<file path="src/logic/rmon_adc_regs.vh">
`ifndef RMON_ADC_REGS_VH
`define RMON_ADC_REGS_VH

// Byte addresses on the register bus.
`define RMON_ADDR_STATUS 32'hffff0500
`define RMON_ADDR_MODE 32'hffff0504
`define RMON_ADDR_CTRL 32'hffff0508
`define RMON_ADDR_CFG 32'hffff050c
`define RMON_ADDR_CUR_RES 32'hffff0520
`define RMON_ADDR_VOLT_RES 32'hffff0524
`define RMON_ADDR_TEMP_RES 32'hffff0528
`define RMON_ADDR_OFF0 32'hffff0530
`define RMON_ADDR_OFF1 32'hffff0534
`define RMON_ADDR_OFF2 32'hffff0538
`define RMON_ADDR_GAIN0 32'hffff053c
`define RMON_ADDR_GAIN1 32'hffff0540
`define RMON_ADDR_GAIN2 32'hffff0544
`define RMON_ADDR_STEP 32'h00000004
`define RMON_ADDR_RCL 32'hffff0548
`define RMON_ADDR_RCV 32'hffff054c
`define RMON_ADDR_TH 32'hffff0550
`define RMON_ADDR_TCL 32'hffff0554
`define RMON_ADDR_THV 32'hffff0558
`define RMON_ADDR_ACC 32'hffff055c

// Reset values.
`define RMON_RST_W16 16'h0000
`define RMON_RST_W8 8'h00
`define RMON_RST_W32 32'h00000000
`define RMON_RST_RCL 16'h0001
`define RMON_RST_TCL 8'h01

// Status bits.
`define RMON_STA_CUR 0
`define RMON_STA_VOLT 1
`define RMON_STA_TEMP 2

// Configuration fields.
`define RMON_CFG_CNT_EN 0
`define RMON_CFG_CMP_LSB 3
`define RMON_CFG_ACC_LSB 5

// Current channel control fields.
`define RMON_CTRL_UNI 5
`define RMON_CTRL_EN 15

// Mode register field and the idle code.
`define RMON_MODE_LSB 0
`define RMON_MODE_IDLE 3'h3

// Comparator and accumulator mode codes.
`define RMON_CMP_OFF 2'h0
`define RMON_CMP_EACH 2'h1
`define RMON_CMP_CLR 2'h2
`define RMON_CMP_DEC 2'h3
`define RMON_ACC_OFF 2'h0
`define RMON_ACC_CLAMP 2'h1
`define RMON_ACC_SIGNED 2'h2

// Factory calibration vector layout.
`define RMON_GAIN_FACT_LSB 48

// Least idle time before calibration writes are accepted.
`define RMON_IDLE_MIN_NS 23000
`define RMON_CLK_PERIOD_NS 25
`define RMON_IDLE_CYCLES ((`RMON_IDLE_MIN_NS + `RMON_CLK_PERIOD_NS - 1) / `RMON_CLK_PERIOD_NS)
`define RMON_IDLE_CNT_W 10

`endif

</file>
<file path="src/logic/rmon_adc_result_regs.v">
// Functional notes
// - Current result holds while its ready flag is set; no overwrite then.
// - Reading the current result clears all three ready flags.
// - Voltage result holds while its ready flag is set; newer results dropped.
// - With current channel inactive, voltage read clears voltage and temperature flags.
// - Temperature result holds while flagged; reading it clears its flag.
// - Offset coefficients load factory values, replaced by offset calibration.
// - Gain coefficients load factory values, replaced by gain calibration.
// - Result count limit, reset one, acts only with counter enabled.
// - Result count increments per current conversion, returns to zero at limit.
// - Writing control or mode register clears the result count.
// - Absolute result versus threshold; bit 15 ignored in twos complement.
// - Threshold count reaching its limit sets comparator flag and interrupt.
// - Threshold count rises at or above threshold, else clears or decrements.
// - Accumulator holds running total, cleared when disabled or reconfigured.
// - Accumulator mode one clamps at zero, mode two goes negative.
// - Comparator modes: off, each result, count with clear, count with decrement.
// - With counter enabled, current interrupt only when count reaches limit.
`timescale 1ns/1ps
`default_nettype none
`include "rmon_adc_regs.vh"

module rmon_adc_result_regs (
    input wire ref_clk,
    input wire rst,
    input wire [31:0] busAddr,
    input wire busWrEn,
    input wire busRdEn,
    input wire [31:0] busWrData,
    output reg [31:0] busRdData,
    input wire curValid,
    input wire [15:0] curData,
    input wire voltValid,
    input wire [15:0] voltData,
    input wire tempValid,
    input wire [15:0] tempData,
    input wire [2:0] calOffLoad,
    input wire [2:0] calGainLoad,
    input wire [15:0] calData,
    input wire [95:0] factoryCal,
    output wire [7:0] converterMode,
    output wire [15:0] currentControl,
    output wire [7:0] converterConfig,
    output wire adcIrq
);

    localparam integer IDLE_CYC_FULL = `RMON_IDLE_CYCLES;
    localparam [`RMON_IDLE_CNT_W-1:0] IDLE_CYC = IDLE_CYC_FULL[`RMON_IDLE_CNT_W-1:0];

    reg [7:0] mode_ff;
    reg [15:0] ctrl_ff;
    reg [7:0] cfg_ff;
    reg [15:0] rcl_ff;
    reg [15:0] rcv_ff;
    reg [15:0] th_ff;
    reg [7:0] tcl_ff;
    reg [7:0] thv_ff;
    reg [31:0] acc_ff;
    reg cntHit_ff;
    reg cmpFlag_ff;
    reg [`RMON_IDLE_CNT_W-1:0] idleCnt_ff;
    reg [7:0] nxt_thv;
    reg cmpSet;
    reg [31:0] nxt_acc;
    reg [31:0] rdMux;

    wire [2:0] rdy;
    wire [2:0] rdyClr;
    wire [2:0] resValid = {tempValid, voltValid, curValid};
    wire [47:0] resIn = {tempData, voltData, curData};
    wire [47:0] resFlat;
    wire [47:0] offFlat;
    wire [47:0] gainFlat;

    wire rdCur = busRdEn & (busAddr == `RMON_ADDR_CUR_RES);
    wire rdVolt = busRdEn & (busAddr == `RMON_ADDR_VOLT_RES);
    wire rdTemp = busRdEn & (busAddr == `RMON_ADDR_TEMP_RES);
    wire rdStatus = busRdEn & (busAddr == `RMON_ADDR_STATUS);
    wire modeWr = busWrEn & (busAddr == `RMON_ADDR_MODE);
    wire ctrlWr = busWrEn & (busAddr == `RMON_ADDR_CTRL);
    wire cfgWr = busWrEn & (busAddr == `RMON_ADDR_CFG);
    wire curActive = ctrl_ff[`RMON_CTRL_EN];
    wire reconfig = modeWr | ctrlWr;
    wire calWrOk = (idleCnt_ff == IDLE_CYC);

    assign rdyClr[`RMON_STA_CUR] = rdCur;
    assign rdyClr[`RMON_STA_VOLT] = rdCur | (rdVolt & ~curActive);
    assign rdyClr[`RMON_STA_TEMP] = rdCur | (rdVolt & ~curActive) | rdTemp;

    // The calibration engine delivers its coefficient on the load strobes; a
    // load in the same cycle as a bus write wins, so a fresh calibration is kept.
    genvar i;
    generate
        for (i = 0; i < 3; i = i + 1) begin : chan
            reg [15:0] res_ff;
            reg rdy_ff;
            reg [15:0] off_ff;
            reg [15:0] gain_ff;
            // A clearing read in the same cycle frees the slot for the new result.
            wire take = resValid[i] & (~rdy_ff | rdyClr[i]);
            wire offWr = busWrEn & calWrOk &
                (busAddr == `RMON_ADDR_OFF0 + i * `RMON_ADDR_STEP);
            wire gainWr = busWrEn & calWrOk &
                (busAddr == `RMON_ADDR_GAIN0 + i * `RMON_ADDR_STEP);
            always @(posedge ref_clk) begin
                if (rst) begin
                    res_ff <= `RMON_RST_W16;
                    rdy_ff <= 1'b0;
                end else begin
                    if (take) begin
                        res_ff <= resIn[i*16 +: 16];
                    end
                    if (take) begin
                        rdy_ff <= 1'b1;
                    end else if (rdyClr[i]) begin
                        rdy_ff <= 1'b0;
                    end
                end
            end
            always @(posedge ref_clk) begin
                if (rst) begin
                    off_ff <= factoryCal[i*16 +: 16];
                    gain_ff <= factoryCal[`RMON_GAIN_FACT_LSB + i*16 +: 16];
                end else begin
                    if (calOffLoad[i]) begin
                        off_ff <= calData;
                    end else if (offWr) begin
                        off_ff <= busWrData[15:0];
                    end
                    if (calGainLoad[i]) begin
                        gain_ff <= calData;
                    end else if (gainWr) begin
                        gain_ff <= busWrData[15:0];
                    end
                end
            end
            assign rdy[i] = rdy_ff;
            assign resFlat[i*16 +: 16] = res_ff;
            assign offFlat[i*16 +: 16] = off_ff;
            assign gainFlat[i*16 +: 16] = gain_ff;
        end
    endgenerate

    // Calibration writes are refused until the converter has idled long enough with the current channel enabled,
    // because the coefficients are in use by the filter at any other time.
    always @(posedge ref_clk) begin
        if (rst) begin
            idleCnt_ff <= {`RMON_IDLE_CNT_W{1'b0}};
        end else if (mode_ff[`RMON_MODE_LSB +: 3] != `RMON_MODE_IDLE || !curActive) begin
            idleCnt_ff <= {`RMON_IDLE_CNT_W{1'b0}};
        end else if (!calWrOk) begin
            idleCnt_ff <= idleCnt_ff + {{(`RMON_IDLE_CNT_W-1){1'b0}}, 1'b1};
        end
    end

    wire cntEn = cfg_ff[`RMON_CFG_CNT_EN];
    wire [15:0] cntNext = rcv_ff + 16'h0001;
    wire cntHitNow = cntEn & curValid & (cntNext == rcl_ff);

    always @(posedge ref_clk) begin
        if (rst) begin
            rcv_ff <= `RMON_RST_W16;
        end else if (reconfig) begin
            rcv_ff <= `RMON_RST_W16;
        end else if (cntEn & curValid) begin
            rcv_ff <= cntHitNow ? `RMON_RST_W16 : cntNext;
        end
    end

    wire uni = ctrl_ff[`RMON_CTRL_UNI];
    wire neg = ~uni & curData[15];
    wire [15:0] mag = neg ? (~curData + 16'h0001) : curData;
    wire [15:0] thEff = uni ? th_ff : {1'b0, th_ff[14:0]};
    wire meets = (mag >= thEff);
    wire [1:0] cmpMode = cfg_ff[`RMON_CFG_CMP_LSB +: 2];
    wire [1:0] accMode = cfg_ff[`RMON_CFG_ACC_LSB +: 2];

    always @* begin
        nxt_thv = thv_ff;
        cmpSet = 1'b0;
        if (curValid) begin
            case (cmpMode)
                `RMON_CMP_EACH: begin
                    cmpSet = meets;
                end
                `RMON_CMP_CLR, `RMON_CMP_DEC: begin
                    if (meets) begin
                        if (thv_ff != 8'hff) begin
                            nxt_thv = thv_ff + 8'h01;
                        end
                        cmpSet = (nxt_thv == tcl_ff);
                    end else if (cmpMode == `RMON_CMP_CLR) begin
                        nxt_thv = `RMON_RST_W8;
                    end else if (thv_ff != `RMON_RST_W8) begin
                        nxt_thv = thv_ff - 8'h01;
                    end
                end
                default: begin
                    nxt_thv = thv_ff;
                end
            endcase
        end
    end

    // Mode one treats the total as unsigned and floors it at zero; mode two
    // wraps in twos complement. Positive overflow wraps in both.
    always @* begin
        nxt_acc = acc_ff;
        case (accMode)
            `RMON_ACC_CLAMP: begin
                if (!neg) begin
                    nxt_acc = acc_ff + {16'h0000, mag};
                end else if (acc_ff < {16'h0000, mag}) begin
                    nxt_acc = `RMON_RST_W32;
                end else begin
                    nxt_acc = acc_ff - {16'h0000, mag};
                end
            end
            `RMON_ACC_SIGNED: begin
                nxt_acc = neg ? acc_ff - {16'h0000, mag} : acc_ff + {16'h0000, mag};
            end
            default: begin
                nxt_acc = acc_ff;
            end
        endcase
    end

    always @(posedge ref_clk) begin
        if (rst) begin
            thv_ff <= `RMON_RST_W8;
            acc_ff <= `RMON_RST_W32;
            cntHit_ff <= 1'b0;
            cmpFlag_ff <= 1'b0;
        end else begin
            thv_ff <= nxt_thv;
            if (accMode == `RMON_ACC_OFF || reconfig) begin
                acc_ff <= `RMON_RST_W32;
            end else if (curValid) begin
                acc_ff <= nxt_acc;
            end
            if (cntHitNow) begin
                cntHit_ff <= 1'b1;
            end else if (rdCur) begin
                cntHit_ff <= 1'b0;
            end
            if (cmpSet) begin
                cmpFlag_ff <= 1'b1;
            end else if (rdStatus) begin
                cmpFlag_ff <= 1'b0;
            end
        end
    end

    always @(posedge ref_clk) begin
        if (rst) begin
            mode_ff <= `RMON_RST_W8;
            ctrl_ff <= `RMON_RST_W16;
            cfg_ff <= `RMON_RST_W8;
            rcl_ff <= `RMON_RST_RCL;
            th_ff <= `RMON_RST_W16;
            tcl_ff <= `RMON_RST_TCL;
        end else if (busWrEn) begin
            case (busAddr)
                `RMON_ADDR_MODE: mode_ff <= busWrData[7:0];
                `RMON_ADDR_CTRL: ctrl_ff <= busWrData[15:0];
                `RMON_ADDR_CFG: cfg_ff <= busWrData[7:0];
                `RMON_ADDR_RCL: rcl_ff <= busWrData[15:0];
                `RMON_ADDR_TH: th_ff <= busWrData[15:0];
                `RMON_ADDR_TCL: tcl_ff <= busWrData[7:0];
                default: begin
                    mode_ff <= mode_ff;
                end
            endcase
        end
    end

    always @* begin
        rdMux = `RMON_RST_W32;
        case (busAddr)
            `RMON_ADDR_STATUS: rdMux = {27'h0000000, cntHit_ff, cmpFlag_ff, rdy};
            `RMON_ADDR_MODE: rdMux = {24'h000000, mode_ff};
            `RMON_ADDR_CTRL: rdMux = {16'h0000, ctrl_ff};
            `RMON_ADDR_CFG: rdMux = {24'h000000, cfg_ff};
            `RMON_ADDR_CUR_RES: rdMux = {16'h0000, resFlat[15:0]};
            `RMON_ADDR_VOLT_RES: rdMux = {16'h0000, resFlat[31:16]};
            `RMON_ADDR_TEMP_RES: rdMux = {16'h0000, resFlat[47:32]};
            `RMON_ADDR_OFF0: rdMux = {16'h0000, offFlat[15:0]};
            `RMON_ADDR_OFF1: rdMux = {16'h0000, offFlat[31:16]};
            `RMON_ADDR_OFF2: rdMux = {16'h0000, offFlat[47:32]};
            `RMON_ADDR_GAIN0: rdMux = {16'h0000, gainFlat[15:0]};
            `RMON_ADDR_GAIN1: rdMux = {16'h0000, gainFlat[31:16]};
            `RMON_ADDR_GAIN2: rdMux = {16'h0000, gainFlat[47:32]};
            `RMON_ADDR_RCL: rdMux = {16'h0000, rcl_ff};
            `RMON_ADDR_RCV: rdMux = {16'h0000, rcv_ff};
            `RMON_ADDR_TH: rdMux = {16'h0000, th_ff};
            `RMON_ADDR_TCL: rdMux = {24'h000000, tcl_ff};
            `RMON_ADDR_THV: rdMux = {24'h000000, thv_ff};
            `RMON_ADDR_ACC: rdMux = acc_ff;
            default: rdMux = `RMON_RST_W32;
        endcase
    end

    // Read data is captured on the read strobe and returned the next cycle.
    always @(posedge ref_clk) begin
        if (rst) begin
            busRdData <= `RMON_RST_W32;
        end else if (busRdEn) begin
            busRdData <= rdMux;
        end
    end

    assign converterMode = mode_ff;
    assign currentControl = ctrl_ff;
    assign converterConfig = cfg_ff;
    assign adcIrq = (cntEn ? cntHit_ff : rdy[`RMON_STA_CUR]) | cmpFlag_ff;

endmodule

`default_nettype wire

</file>
<file path="config.mk">
export PLATFORM = sky130hd
export DESIGN_NAME = rmon_adc_result_regs
export DESIGN_NICKNAME = d
export VERILOG_FILES = /design/src/logic/rmon_adc_result_regs.v
export VERILOG_INCLUDE_DIRS = /design/src /design/src/logic
export SDC_FILE = /design/constraint.sdc
export NUM_CORES = 1
export LEC_CHECK = 0
export BUFFER_PORTS_ARGS = -buffer_cell sky130_fd_sc_hd__buf_2
export CORE_UTILIZATION = 37
export CTS_BUF_LIST = sky130_fd_sc_hd__clkbuf_4 sky130_fd_sc_hd__clkbuf_8
export DETAILED_ROUTE_END_ITERATION = 7
export SYNTH_ARGS = -nofsm -noshare
export SYNTH_HDL_FRONTEND = slang
export SYNTH_SLANG_ARGS = --single-unit
</file>
<file path="constraint.sdc">
create_clock -name ref_clk -period 7.1 [get_ports ref_clk]
set_clock_uncertainty 0.1 [all_clocks]
set_input_delay 1.42 -clock ref_clk [delete_from_list [all_inputs] [get_ports ref_clk]]
set_output_delay 1.42 -clock ref_clk [all_outputs]
set_load 0.005 [all_outputs]
</file>
==> flow_summary.json <==
{
  "status": "complete, no violations",
  "relSlewSlack_pct": 19.1,
  "cts-resized-gates": 0,
  "rr_startpoint": "currentControl[5]$_SDFFE_PP0P_",
  "crit_start": "curData[0]",
  "routed_wl_um": 76500,
  "rsz0062_at_grt": "no",
  "setup_viol": 0,
  "yosysWarnings": 0,
  "worstHoldStart": "th_ff[1]$_SDFFE_PP0P_",
  "nNetsFinal": 2788,
  "die_x_um": 230,
  "busiest_layer": "met2",
  "dp_hpwl_um": 57300,
  "synth-edff-count": 96,
  "critical_path_class": "primary input to register",
  "groute.layer.met2.usage_pct": 44.3,
  "worstMarginPinSlew_ns": 1.21,
  "die_area_um2": 52800,
  "grt_max_degree": 261,
  "rows": 83,
  "seqCellArea_um2": 7350,
  "hold_buffers": 0,
  "initial_core_util_pct": 37.4,
  "multiInputGateArea_um2": 10900,
  "gp_congestion": 0.949,
  "cts_tree": "done",
  "clk_latency_ns": 0.68,
  "cts_buffer_depth": 3,
  "syn_area_per_cell_um2": 8.36,
  "synth_cell_types": 103,
  "viasPerCell": 5.89,
  "global_route.usage.met3_pct": 4.53,
  "slew_violations": 0,
  "layout_min_cycle_time_ns": 5.39,
  "first_pass_iters": 8,
  "dp.cells": 3114,
  "fillers": 5152,
  "ys_seq_area_share_pct": 38.3,
  "cp_data_required_time_ns": 7.58,
  "via_count": 19000,
  "syn_nets": 2593,
  "drc_errors": 0,
  "drtIter0Drc": 2207,
  "grt_antenna_before_repair": 4,
  "areaGrowthSynthToFinish_pct": 15.7,
  "grt.total_usage_pct": 28.1,
  "chipHeight_um": 230,
  "synthesis.area_um2": 19200,
  "critPathLaunchType": "primary input",
  "synth_ff_type": "dfxtp_1",
  "grt_pass1_wl_um": 113000,
  "wl_per_cell_um": 23.8,
  "io_pins": 302,
  "grt_pass1_vias": 17700,
  "clkTransAtPathRegs_ns": 0.07,
  "drive_above_1_share_pct": 17.8,
  "gr-total-overflow": 0,
  "async_flop_share_pct": 0,
  "synthCells": 2297,
  "maxCapViolations": 0,
  "finalSetupTns_ns": 0,
  "final_cells": 3220,
  "vdd_drop_max_uv": 131,
  "core_area_um2": 51300,
  "fmax_ghz": 0.185,
  "whs_ns": 0.359,
  "cts_buffers": 56,
  "htreeDepth": 2,
  "ys_ff_latch": 319,
  "end_kind": "register",
  "cp_max_fo": 14,
  "power.density_nw_per_um2": 198,
  "hold_viol": 0,
  "hp-class": "register to register",
  "p_leak_nw": 8.55,
  "use_met1_pct": 37.9,
  "portBuffers": 285,
  "cts_setup_buffers": 0,
  "post-route-period-util_pct": 76.0,
  "root_buffer": "clkbuf_8",
  "cts.sinks": 319,
  "arrival_ns": 5.87,
  "drtAntennaViolNets": 0
}
## path summary, 6_finish.rpt
path,cells after the start,slack (ns),endpoint
worst max-delay path,16,1.71,acc_ff[21]$_SDFFE_PP0P_
worst min-delay path,2,0.36,th_ff[1]$_SDFFE_PP0P_
worst max register to register,13,2.25,thv_ff[3]$_SDFFE_PP0P_
worst min register to register,2,0.36,th_ff[1]$_SDFFE_PP0P_
## critical path, stage by stage
cell and delay, ns:
buf_2 0.16, nor3_1 0.20, nand2_1 0.10, nor3_1 0.42, nor3b_1 0.36, nor2_1 0.11
xor2_1 0.33, ha_1 0.42, or4_4 0.57, nor4_4 0.25, o221ai_2 0.15, o211a_1 0.27
a31oi_4 0.44, and2_4 0.35, o221ai_1 0.16, a31oi_1 0.17
## registers in the layout, summed over array words and instances, names as in the netlist
name / cells
chan.gain_ff: 48
cmpFlag_ff: 1
chan.rdy_ff: 3
th_ff: 16
idleCnt_ff: 10
rcv_ff: 16
tcl_ff: 8
converterMode: 8
converterConfig: 8
rcl_ff: 16
cntHit_ff: 1
thv_ff: 8
busRdData: 32
chan.res_ff: 48
acc_ff: 32
chan.off_ff: 48
currentControl: 16
## final cells by class
type / instances / share of cell area, %
multi-input cells: 1746 / 49.2
flip-flops and latches: 319 / 33.1
repair buffers: 309 / 7.33
clock buffers: 79 / 4.44
well taps: 680 / 3.83
clock inverters: 25 / 1.09
inverters: 60 / 1.01
diodes: 2 / 0.0225
## cells in the mapped netlist, types with 13 or more instances
master | number | area [um2]
o21ai_0 | 141 | 706
nand3_1 | 77 | 385
ha_1 | 57 | 713
nand4_1 | 25 | 156
a211oi_1 | 24 | 180
a21oi_1 | 177 | 886
buf_2 | 30 | 150
a22o_1 | 36 | 315
nor2_1 | 152 | 571
o211ai_1 | 14 | 105
a222oi_1 | 16 | 160
and3_1 | 17 | 106
a221oi_1 | 15 | 131
nor2b_1 | 15 | 93.8
nand2_1 | 407 | 1530
dfxtp_1 | 223 | 4460
xor2_1 | 39 | 342
inv_1 | 59 | 221
clkbuf_1 | 126 | 473
edfxtp_1 | 96 | 2880
nand2b_1 | 13 | 81.3
a22oi_1 | 91 | 683
xnor2_1 | 40 | 350
or3_1 | 17 | 106
nor4_1 | 15 | 93.8
mux2i_1 | 120 | 1200
nor3_1 | 38 | 190
## metal layers
layer	share of wire [%]	wire [um]
met4	4.0	3040
met2	45	34200
met1	42	32400
met5	0.039	30
met3	8.9	6810
## power by group
group          internal (mW)  total, mW  switching (mW)  leakage, nW
Combinational          0.169      0.474           0.305         5.11
Clock                   1.05       1.89           0.838        0.652
Sequential              1.98       2.04          0.0632         2.79
## kinds of logic after synthesis
| kind of cell | share of synthesized area (%) |
|---|---|
| compound gates | 22.2 |
| xor+xnor | 3.60 |
| fa+ha+maj | 3.92 |
| buf+inv | 4.95 |
| flops | 38.3 |
| mux | 6.32 |
| simple gates | 20.7 |
## stage by stage
| step | utilization (%) | area [um2] | setup slack (ns) | power [mW] |
|---|---|---|---|---|
| after detailed placement | 40.9 | 21000 | 1.09 | 2.54 |
| after floorplan | - | 19200 | 1.90 | 2.33 |
| final | 43.3 | 22200 | 1.71 | 4.41 |
| after CTS | 43.3 | 22200 | 1.77 | 4.43 |
| after global routing | 43.3 | 22200 | 1.34 | 4.55 |
| after global placement | 40.9 | 21000 | 1.19 | 2.53 |
## cell usage in the layout, fill, tap and decap left out, types with 8 or more instances in the layout
master	count
clkinv_1	11
a22o_1	36
nor3_1	38
nor4_1	15
a22oi_1	91
ha_1	57
a21oi_1	177
nand2_1	407
buf_2	284
xnor2_1	40
a222oi_1	16
nand2b_1	12
xor2_1	39
and3_1	17
and2_1	11
mux2i_1	120
nand4_1	25
buf_4	23
dfxtp_1	223
a31o_1	9
a221oi_1	15
nor2b_1	15
or3_1	17
o21ai_0	141
clkbuf_4	16
edfxtp_1	96
o211ai_1	14
nor2_1	151
inv_1	59
and4_1	8
a211oi_1	24
nand3_1	77
o21a_1	12
clkinv_2	8
clkbuf_8	63
Note: power is estimated with default switching activity, not from simulation.
